$ cat config.mk
export PLATFORM = sky130hd
export DESIGN_NAME = power_mode_ctrl
export DESIGN_NICKNAME = d
export VERILOG_FILES = /design/src/power_mode_pkg.sv /design/src/pmu_wake_detect.sv /design/src/power_mode_ctrl.sv
export VERILOG_INCLUDE_DIRS = /design/src
export SDC_FILE = /design/constraint.sdc
export NUM_CORES = 1
export LEC_CHECK = 0
export BUFFER_PORTS_ARGS = -buffer_cell sky130_fd_sc_hd__buf_2
export CAP_MARGIN = 30
export CORE_MARGIN = 2
export CORE_UTILIZATION = 45
export DETAILED_ROUTE_END_ITERATION = 8
export PLACE_DENSITY_LB_ADDON = 0.08
export SKIP_CTS_REPAIR_TIMING = 1
export SLEW_MARGIN = 5
export SYNTH_ARGS = -nofsm -noshare
export SYNTH_HDL_FRONTEND = slang
export SYNTH_HIERARCHICAL = 1
export SYNTH_SLANG_ARGS = --single-unit
export TNS_END_PERCENT = 20
$ cat constraint.sdc
create_clock -name core_clk -period 2.8 [get_ports core_clk]
set_input_delay 0.56 -clock core_clk [delete_from_list [all_inputs] [get_ports core_clk]]
set_output_delay 0.56 -clock core_clk [all_outputs]
set_load 0.01 [all_outputs]
$ cat src/power_mode_defs.svh
// offsets, field positions, reset values and counts for the power mode block
`ifndef POWER_MODE_DEFS_SVH
`define POWER_MODE_DEFS_SVH

`define NUM_POWER_MODES      5
`define ADDR_FLASH_TIMING    8'hB6
`define ADDR_POWER_CONTROL   8'h87
`define ADDR_PMU_CONFIG      8'hB5
`define ADDR_WAKE_FLAGS      8'hB4

`define FLASH_BYPASS_BIT     6
`define FLASH_TIMING_RESET   8'h00
`define FLASH_TIMING_MASK    8'h40

`define PWR_IDLE_BIT         0
`define PWR_STOP_BIT         1
`define POWER_CONTROL_RESET  8'h00

`define PMU_SUSPEND_BIT      0
`define PMU_SLEEP_BIT        1
`define PMU_TWO_CELL_BIT     2
`define PMU_WAKE_EN_LSB      4
`define PMU_CONFIG_RESET     8'h00
`define PMU_CONFIG_MASK      8'hF7

`define WAKE_RTC             0
`define WAKE_PORT_MATCH      1
`define WAKE_COMP0           2
`define WAKE_RESET_PIN       3

`define RESET_VECTOR         16'h0000

`endif

$ cat src/power_mode_pkg.sv
// types shared by the power mode block
`default_nettype none
package power_mode_pkg;

	typedef enum logic [6:0] {
		PM_NORMAL  = 7'b0000001,
		PM_IDLE    = 7'b0000010,
		PM_STOP    = 7'b0000100,
		PM_SUSPEND = 7'b0001000,
		PM_SLEEP   = 7'b0010000,
		PM_SPARE0  = 7'b0100000,
		PM_SPARE1  = 7'b1000000
	} power_state_e;

	typedef logic [3:0] wake_vec_t;

endpackage
`default_nettype wire

$ cat src/pmu_wake_detect.sv
// wake source qualification for suspend and sleep
`timescale 1ns/100ps
`default_nettype none
`include "power_mode_defs.svh"

module pmu_wake_detect (
	input  wire logic                    core_clk,
	input  wire logic                    arst_n,
	input  wire logic                    armed,
	input  wire logic                    sleepMode,
	input  wire logic                    twoCell,
	input  wire logic                    rtcEvent,
	input  wire logic                    portMatch,
	input  wire logic                    comp0Rise,
	input  wire logic                    rstPinFall,
	input  wire logic [2:0]              wakeEn,
	output logic                         wakeHit,
	output power_mode_pkg::wake_vec_t    wakeSrc
);

	power_mode_pkg::wake_vec_t hitNow;

	always_comb begin
		hitNow = '0;
		hitNow[`WAKE_RTC] = rtcEvent & wakeEn[`WAKE_RTC];
		hitNow[`WAKE_PORT_MATCH] = portMatch & wakeEn[`WAKE_PORT_MATCH];
		// comparator has no supply in sleep unless running from two cells
		hitNow[`WAKE_COMP0] = comp0Rise & wakeEn[`WAKE_COMP0] & (twoCell | ~sleepMode);
		// reset pin edge wakes suspend or sleep with no enable bit, even a glitch too short to reset
		hitNow[`WAKE_RESET_PIN] = rstPinFall;
		if (!armed) begin
			hitNow = '0;
		end
	end

	always_ff @(posedge core_clk or negedge arst_n) begin
		if (!arst_n) begin
			wakeHit <= 1'b0;
			wakeSrc <= '0;
		end else begin
			wakeHit <= |hitNow;
			wakeSrc <= hitNow;
		end
	end

endmodule
`default_nettype wire

$ cat src/power_mode_ctrl.sv
// power mode sequencer with flash timing and power control registers
`timescale 1ns/100ps
`default_nettype none
`include "power_mode_defs.svh"

module power_mode_ctrl (
	input  wire logic                    core_clk,
	input  wire logic                    arst_n,
	input  wire logic [7:0]              sfrAddr,
	input  wire logic                    sfrWrEn,
	input  wire logic                    sfrRdEn,
	input  wire logic [7:0]              sfrWdata,
	output logic      [7:0]              sfrRdata,
	input  wire logic                    instrDone,
	input  wire logic                    intPending,
	input  wire logic                    resetEvent,
	input  wire logic                    wdtExpire,
	input  wire logic                    rtcEvent,
	input  wire logic                    portMatch,
	input  wire logic                    comp0Rise,
	input  wire logic                    rstPinFall,
	output logic                         cpuHalt,
	output logic                         resumePulse,
	output logic                         coreResetReq,
	output logic      [15:0]             resetVector,
	output logic                         preciseOscEn,
	output logic                         lowPowerOscEn,
	output logic                         sysClkEn,
	output logic                         coreSupplyEn,
	output logic                         oneShotEn,
	output power_mode_pkg::power_state_e powerMode
);

	power_mode_pkg::power_state_e state_reg;
	power_mode_pkg::power_state_e state_next;
	logic [7:0]                flashTiming_reg;
	logic [7:0]                powerControl_reg;
	logic [7:0]                pmuConfig_reg;
	power_mode_pkg::wake_vec_t wakeFlags_reg;
	logic                      anyReset;
	logic                      wakeHit;
	power_mode_pkg::wake_vec_t wakeSrc;
	logic                      idleWake;
	logic                      lpWake;
	logic                      wrFlash;
	logic                      wrPower;
	logic                      wrPmu;
	logic                      wrFlags;

	// one address compare per register, used by the write strobes
	function automatic logic hitAddr(input logic [7:0] addr, input logic [7:0] target);
		hitAddr = (addr == target);
	endfunction

	assign wrFlash = sfrWrEn & hitAddr(sfrAddr, `ADDR_FLASH_TIMING);
	assign wrPower = sfrWrEn & hitAddr(sfrAddr, `ADDR_POWER_CONTROL);
	assign wrPmu   = sfrWrEn & hitAddr(sfrAddr, `ADDR_PMU_CONFIG);
	assign wrFlags = sfrWrEn & hitAddr(sfrAddr, `ADDR_WAKE_FLAGS);

	// watchdog expiry is just another reset source here
	assign anyReset = resetEvent | wdtExpire;
	// peripherals are not gated in idle; only an enabled interrupt wakes
	assign idleWake = (state_reg == power_mode_pkg::PM_IDLE) & intPending;
	assign lpWake   = wakeHit &
		((state_reg == power_mode_pkg::PM_SUSPEND) | (state_reg == power_mode_pkg::PM_SLEEP));

	pmu_wake_detect u_wake (
		.core_clk   (core_clk),
		.arst_n     (arst_n),
		.armed      ((state_reg == power_mode_pkg::PM_SUSPEND) |
			(state_reg == power_mode_pkg::PM_SLEEP)),
		.sleepMode  (state_reg == power_mode_pkg::PM_SLEEP),
		.twoCell    (pmuConfig_reg[`PMU_TWO_CELL_BIT]),
		.rtcEvent   (rtcEvent),
		.portMatch  (portMatch),
		.comp0Rise  (comp0Rise),
		.rstPinFall (rstPinFall),
		.wakeEn     (pmuConfig_reg[`PMU_WAKE_EN_LSB +: 3]),
		.wakeHit    (wakeHit),
		.wakeSrc    (wakeSrc)
	);

	always_comb begin
		state_next = state_reg;
		unique case (state_reg)
			power_mode_pkg::PM_NORMAL: begin
				// entry waits for the end of the instruction that wrote the bit
				if (instrDone) begin
					if (powerControl_reg[`PWR_STOP_BIT]) begin
						state_next = power_mode_pkg::PM_STOP;
					end else if (pmuConfig_reg[`PMU_SLEEP_BIT]) begin
						state_next = power_mode_pkg::PM_SLEEP;
					end else if (pmuConfig_reg[`PMU_SUSPEND_BIT]) begin
						state_next = power_mode_pkg::PM_SUSPEND;
					end else if (powerControl_reg[`PWR_IDLE_BIT]) begin
						state_next = power_mode_pkg::PM_IDLE;
					end
				end
			end
			power_mode_pkg::PM_IDLE: begin
				if (idleWake) begin
					state_next = power_mode_pkg::PM_NORMAL;
				end
			end
			// stop has no exit except the reset path below
			power_mode_pkg::PM_STOP: state_next = power_mode_pkg::PM_STOP;
			power_mode_pkg::PM_SUSPEND, power_mode_pkg::PM_SLEEP: begin
				if (lpWake) begin
					state_next = power_mode_pkg::PM_NORMAL;
				end
			end
			default: state_next = power_mode_pkg::PM_NORMAL;
		endcase
		if (anyReset) begin
			state_next = power_mode_pkg::PM_NORMAL;
		end
	end

	always_ff @(posedge core_clk or negedge arst_n) begin
		if (!arst_n) begin
			state_reg <= power_mode_pkg::PM_NORMAL;
		end else begin
			state_reg <= state_next;
		end
	end

	// reserved bits are masked so they always read back as zero
	always_ff @(posedge core_clk or negedge arst_n) begin
		if (!arst_n) begin
			flashTiming_reg <= `FLASH_TIMING_RESET;
		end else if (anyReset) begin
			flashTiming_reg <= `FLASH_TIMING_RESET;
		end else if (wrFlash) begin
			flashTiming_reg <= sfrWdata & `FLASH_TIMING_MASK;
		end
	end

	// core is halted outside normal, so a write never meets a wake clear
	always_ff @(posedge core_clk or negedge arst_n) begin
		if (!arst_n) begin
			powerControl_reg <= `POWER_CONTROL_RESET;
		end else if (anyReset) begin
			powerControl_reg <= `POWER_CONTROL_RESET;
		end else if (idleWake) begin
			powerControl_reg[`PWR_IDLE_BIT] <= 1'b0;
		end else if (wrPower) begin
			powerControl_reg <= sfrWdata;
		end
	end

	always_ff @(posedge core_clk or negedge arst_n) begin
		if (!arst_n) begin
			pmuConfig_reg <= `PMU_CONFIG_RESET;
		end else if (anyReset) begin
			pmuConfig_reg <= `PMU_CONFIG_RESET;
		end else if (lpWake) begin
			pmuConfig_reg[`PMU_SUSPEND_BIT] <= 1'b0;
			pmuConfig_reg[`PMU_SLEEP_BIT] <= 1'b0;
		end else if (wrPmu) begin
			pmuConfig_reg <= sfrWdata & `PMU_CONFIG_MASK;
		end
	end

	// write one clears; a fresh wake in the same cycle still lands
	always_ff @(posedge core_clk or negedge arst_n) begin
		if (!arst_n) begin
			wakeFlags_reg <= '0;
		end else if (anyReset) begin
			wakeFlags_reg <= '0;
		end else begin
			wakeFlags_reg <= (wakeFlags_reg & ~(wrFlags ? sfrWdata[3:0] : 4'h0)) |
				(lpWake ? wakeSrc : 4'h0);
		end
	end

	always_ff @(posedge core_clk or negedge arst_n) begin
		if (!arst_n) begin
			sfrRdata <= 8'h00;
		end else if (sfrRdEn) begin
			unique case (1'b1)
				hitAddr(sfrAddr, `ADDR_FLASH_TIMING):  sfrRdata <= flashTiming_reg;
				hitAddr(sfrAddr, `ADDR_POWER_CONTROL): sfrRdata <= powerControl_reg;
				hitAddr(sfrAddr, `ADDR_PMU_CONFIG):    sfrRdata <= pmuConfig_reg;
				hitAddr(sfrAddr, `ADDR_WAKE_FLAGS):    sfrRdata <= {4'h0, wakeFlags_reg};
				default:                               sfrRdata <= 8'h00;
			endcase
		end
	end

	// pulses: resume hands control back so the core serves the interrupt
	always_ff @(posedge core_clk or negedge arst_n) begin
		if (!arst_n) begin
			resumePulse  <= 1'b0;
			coreResetReq <= 1'b0;
			resetVector  <= `RESET_VECTOR;
		end else begin
			resumePulse  <= ~anyReset & (idleWake | lpWake);
			coreResetReq <= anyReset;
			resetVector  <= `RESET_VECTOR;
		end
	end

	// memory and register contents are untouched by any low-power state
	always_ff @(posedge core_clk or negedge arst_n) begin
		if (!arst_n) begin
			cpuHalt       <= 1'b0;
			preciseOscEn  <= 1'b1;
			lowPowerOscEn <= 1'b1;
			sysClkEn      <= 1'b1;
			coreSupplyEn  <= 1'b1;
			powerMode     <= power_mode_pkg::PM_NORMAL;
		end else begin
			cpuHalt       <= (state_next != power_mode_pkg::PM_NORMAL);
			preciseOscEn  <= (state_next == power_mode_pkg::PM_NORMAL) |
				(state_next == power_mode_pkg::PM_IDLE);
			lowPowerOscEn <= (state_next != power_mode_pkg::PM_SUSPEND) &
				(state_next != power_mode_pkg::PM_SLEEP);
			sysClkEn      <= (state_next != power_mode_pkg::PM_SUSPEND) &
				(state_next != power_mode_pkg::PM_SLEEP);
			coreSupplyEn  <= (state_next != power_mode_pkg::PM_SLEEP);
			powerMode     <= state_next;
		end
	end

	// one-shot only runs with bypass clear; needed for a real low-power idle
	always_ff @(posedge core_clk or negedge arst_n) begin
		if (!arst_n) begin
			oneShotEn <= 1'b1;
		end else begin
			oneShotEn <= ~flashTiming_reg[`FLASH_BYPASS_BIT];
		end
	end

endmodule
`default_nettype wire

# == After elaboration in Yosys (flattened, before gate mapping) ==
# Cells that the tools add are included.
# word_totals
regBits,55
input_bits,28
out_inout_bits,39
word_cells,89
# classes
eq_ne,16
n_mux,24
n_bitwise,23
n_reduce_logical,9
# op_table
cell,n
two-way mux 7 bit,9
two-way mux 8 bit,6
equality test 8 bit (second input constant),4
case mux 8 bit (4 select lines),1
case mux 7 bit (4 select lines),1
two-way mux 4 bit,4
equality test 7 x 1 -> 1 bit (second input constant),2
equality test 7 x 2 -> 1 bit (second input constant),2
AND 1 bit,12
equality test 7 x 3 -> 1 bit (second input constant),1
equality test 7 x 4 -> 1 bit (second input constant),1
equality test 7 x 5 -> 1 bit (second input constant),1
!= test 7 x 1 -> 1 bit (second input constant),1
!= test 7 x 4 -> 1 bit (second input constant),1
!= test 7 x 5 -> 1 bit (second input constant),1
two-way mux 6 bit,1
nonzero test 2 bit,3
nonzero test 3 bit,2
OR 1 bit,5
AND 4 bit,1
!= test 2 bit (second input constant),2
inverter 4 bit,1
OR 4 bit,1
AND reduction 2 bit,2
5 further kinds,7

# == Longest topological paths before layout ==
# depth
word_depth,9
ltp_mapped,7
mapped_depth_nobuf,5

# == By module ==
# The synthesis kept the hierarchy.
# modules_own_cells
module,n_inst,cells_per_inst,area_per_inst_um2,seq_area_each_um2
power_mode_ctrl,1,226,2225.9,1057.3
pmu_wake_detect,1,12,171.4,125.1

# == Worst setup path after synthesis ==
# No wires, ideal clock.
# synth_timing
path_type,reg2reg
startpoint,"reg, netlist name powerMode[0]"
endpoint,reg u_wake.wakeHit
setup_ns,0.139
arrival_time_ns,1.996
t_required_ns,2.661
setup_slack_ns,0.665
path_stages_with_launch,7
n_path_buf,2
synth_period_minus_slack_ns,2.135
cell_sequence,dfstp_2 -> buf_2 -> or4_1 -> buf_2 -> nor4b_1 -> a21oi_1 -> or4_1
# synth_lines
element,line,text
"end signal, assigned",pmu_wake_detect.sv:41,wakeHit <= |hitNow;
"end, declared",pmu_wake_detect.sv:17,"output logic wakeHit,"

==> results.md <==
* Skew-Pair Late Insertion Delay at 0.29 ns
* Cell area after synthesis at roughly 2400 um2
* Async set-reset flop share out of synthesis at 1.00
* Period utilization at 0.781
* CP Class: flip-flop to flip-flop
* Peak supply drop at around 0.21 mV
* Overall Global Routing Usage at 0.190
* Synth warnings at 6
* DR WL/cell at 14.6 um
* Height of the die at between 70 and 80 um
* Min cycle time layout at between 2 and 2.5 ns
* Clock sink total at 47
* Core area at about 5000 um2
* TritonRoute pass-1 iters at 4
* # DRC at 0
* Vias in the first global route at approximately 1800
* Cells after Synth at approximately 240
* Port bufs at 50
* Crit-path max FO at 6
* Initial drt markers at approximately 110
* DIE WIDTH at between 70 and 80 um
* Layout Skew at between 0.004 and 0.005 ns
* CTS tree: yes
* Area grow syn2layout at 15.8%
* Worst-Margin Slew at 0.724 ns
* PwrDens at roughly 420 nW/um2
* CTS buffer count at 5
* Max Cap Viol at 0
* Cell variety after synth at between 40 and 50
* Worst-path clk slew at 0.08 ns
* Slew Limit Fails at 0
* Crit end category: flip-flop
* Hold WC Path Type: primary input to async pin
* H-tree lvl count at 2
* Die area at ~6000 um2
* CP startpoint kind: flip-flop
* Sequential area share after synthesis at 0.493
* GRT overflow at 0
* Slowest cell on the critical path: or4_1
* Nets at around 320
* Crit-path most repeated cell: or4_1
* Slowest stage delay, CP at a little under 0.7 ns
* Initial Utilization at 0.466
* Req. time, crit path at 2.97 ns
* Vias at ~1900
* Max Fclk at approximately 460 MHz
* CP Data Arrival Time at 2.35 ns
* Fill count at slightly below 500
* Wirelength, routed at about 5.3 mm
* Layout cells sized above 1 at 0.271
* ANT nets after route at 0
* Routability cong. at roughly 0.84
* Rows at 26
* Status: finished, final reports clean
* Number of synthesized flops with an enable pin at 0
* Final hold violation count at 0
* Cell chain of the critical path: or4_1 > nor4b_1 > a21oi_1 > or4_1
* Largest net degree at the start of global routing at 32
* Mapped Avg Cell Area at approximately 10 um2
* # setup viols final at 0
* RSZ-0062 raised after global routing: no
* Root buffer cell: clkbuf_8
* Yosys reg bits at between 40 and 50
* Relative slew margins at 0.517
* Ant diodes at 0
* Final HPWL DP at 3.94 mm
* Setup tns final at 0 ns
* Initial antenna violation count at 0
* Vias/cell at around 5.2
* Ports at 67
* Worst Hold Slack at 0.320 ns
* First-pass GRT wire length at just under 9 mm
* Pleak at 1.31 nW
* Max Buffers Root-to-Sink at 2
* Top FF cell, synth: dfrtp_1
-- layout make-up --
class	instances	area [um2]	share of cell area
Sequential cell	47	1180	0.426
Multi-Input combinational cell	172	1080	0.389
Timing Repair Buffer	57	303	0.109
Tap cell	70	87.6	0.0316
Clock buffer	7	76.3	0.0275
Inverter	11	41.3	0.0149
Clock inverter	1	5.00	0.00180
-- critical path, delay by kind of cell, from the launching register on --
| kind | cells | cell delay (ns) |
|---|---|---|
| AOI/OAI and AO/OA | 1 | 0.12 |
| DFF | 1 | 0.39 |
| and+or+nand+nor | 3 | 1.55 |
-- synth_stat cells, types with 3 or more instances --
| library cell | number | area share |
|---|---|---|
| and3_1 | 5 | 0.013 |
| a22oi_1 | 7 | 0.022 |
| nor3_1 | 11 | 0.023 |
| o21ai_0 | 7 | 0.015 |
| a31o_2 | 3 | 0.011 |
| a21oi_1 | 8 | 0.017 |
| clkbuf_1 | 6 | 0.0094 |
| o211a_1 | 3 | 0.013 |
| nand2_1 | 25 | 0.039 |
| nor4b_1 | 3 | 0.011 |
| a311o_1 | 3 | 0.013 |
| dfrtp_1 | 42 | 0.44 |
| inv_1 | 10 | 0.016 |
| dfstp_2 | 5 | 0.055 |
| nor2_1 | 11 | 0.017 |
| buf_4 | 17 | 0.053 |
| nor4_1 | 3 | 0.0078 |
| mux2i_1 | 12 | 0.050 |
| o211ai_1 | 3 | 0.0094 |
| o22ai_1 | 5 | 0.013 |
| nor2b_1 | 5 | 0.013 |
| nand3_1 | 8 | 0.017 |
| and2_1 | 5 | 0.013 |
-- logic make-up (layout without fill, tap and decap cells) --
| family | count (synthesis) | in the layout | synth area share |
|---|---|---|---|
| and+or+nand+nor | 94 | 94 | 0.225 |
| DFF | 47 | 47 | 0.493 |
| AOI/OAI and AO/OA | 46 | 46 | 0.138 |
| buffers and inverters | 36 | 76 | 0.0840 |
| muxes | 12 | 12 | 0.0501 |
| xor gates and xnor gates | 2 | 2 | 0.00731 |
| other | 1 | 18 | 0.00156 |
-- layout by cell type (no fill, tap or decap), types with 5 or more instances in the layout --
master,netlist,layout
conb_1,1,18
nand3_1,8,8
a22oi_1,7,7
mux2i_1,12,12
inv_1,10,10
and2_1,5,5
nor2_1,11,10
buf_4,17,7
nor2b_1,5,5
nor3_1,11,11
buf_2,2,50
dfstp_2,5,5
o22ai_1,5,5
dfrtp_1,42,42
nand2_1,25,25
a21oi_1,8,8
and3_1,5,5
o21ai_0,7,7
clkbuf_8,0,5
-- layer usage --
| layer | track usage | vias to the layer above | wire, um |
|---|---|---|---|
| li1 | - | 933 | - |
| met1 | 0.280 | 905 | 2620 |
| met2 | 0.282 | 65 | 2350 |
| met3 | 0.0376 | 8 | 274 |
| met4 | 0.0589 | 0 | 68 |
| met5 | 0 | - | 0 |
-- power by group --
part | switching (mW) | internal, mW | leakage, nW
logic | 0.0647 | 0.0295 | 0.635
clock network | 0.215 | 0.176 | 0.0422
registers | 0.00204 | 0.682 | 0.631
total | 0.281 | 0.887 | 1.31
-- stage by stage --
step / cell area, um2 / util / worst slack (ns) / power [mW] / std cells
final: 2780 / 0.540 / 0.614 / 1.17 / 365
after CTS: 2780 / 0.540 / 0.611 / 1.19 / 365
after floorplan: 2460 / - / 0.665 / 0.755 / 255
after detailed placement: 2690 / 0.524 / 0.624 / 0.792 / 357
after global placement: 2690 / 0.524 / 0.649 / 0.792 / 357
after global routing: 2780 / 0.540 / 0.569 / 1.23 / 365
-- path summary, 6_finish.rpt --
check                      cells past startpoint  slack (ns)               start                end
max                                            4        0.61        powerMode[5]     u_wake/wakeHit
min                                            1        0.32              arst_n       powerMode[4]
max reg2reg                                    4        0.61        powerMode[5]     u_wake/wakeHit
min reg2reg                                    1        0.42  flashTiming_reg[6]          oneShotEn
max in group asynchronous                      2        1.86              arst_n  u_wake/wakeSrc[0]
min in group core_clk                          1        0.42  flashTiming_reg[6]          oneShotEn
Power figures use the tool's default switching activity.
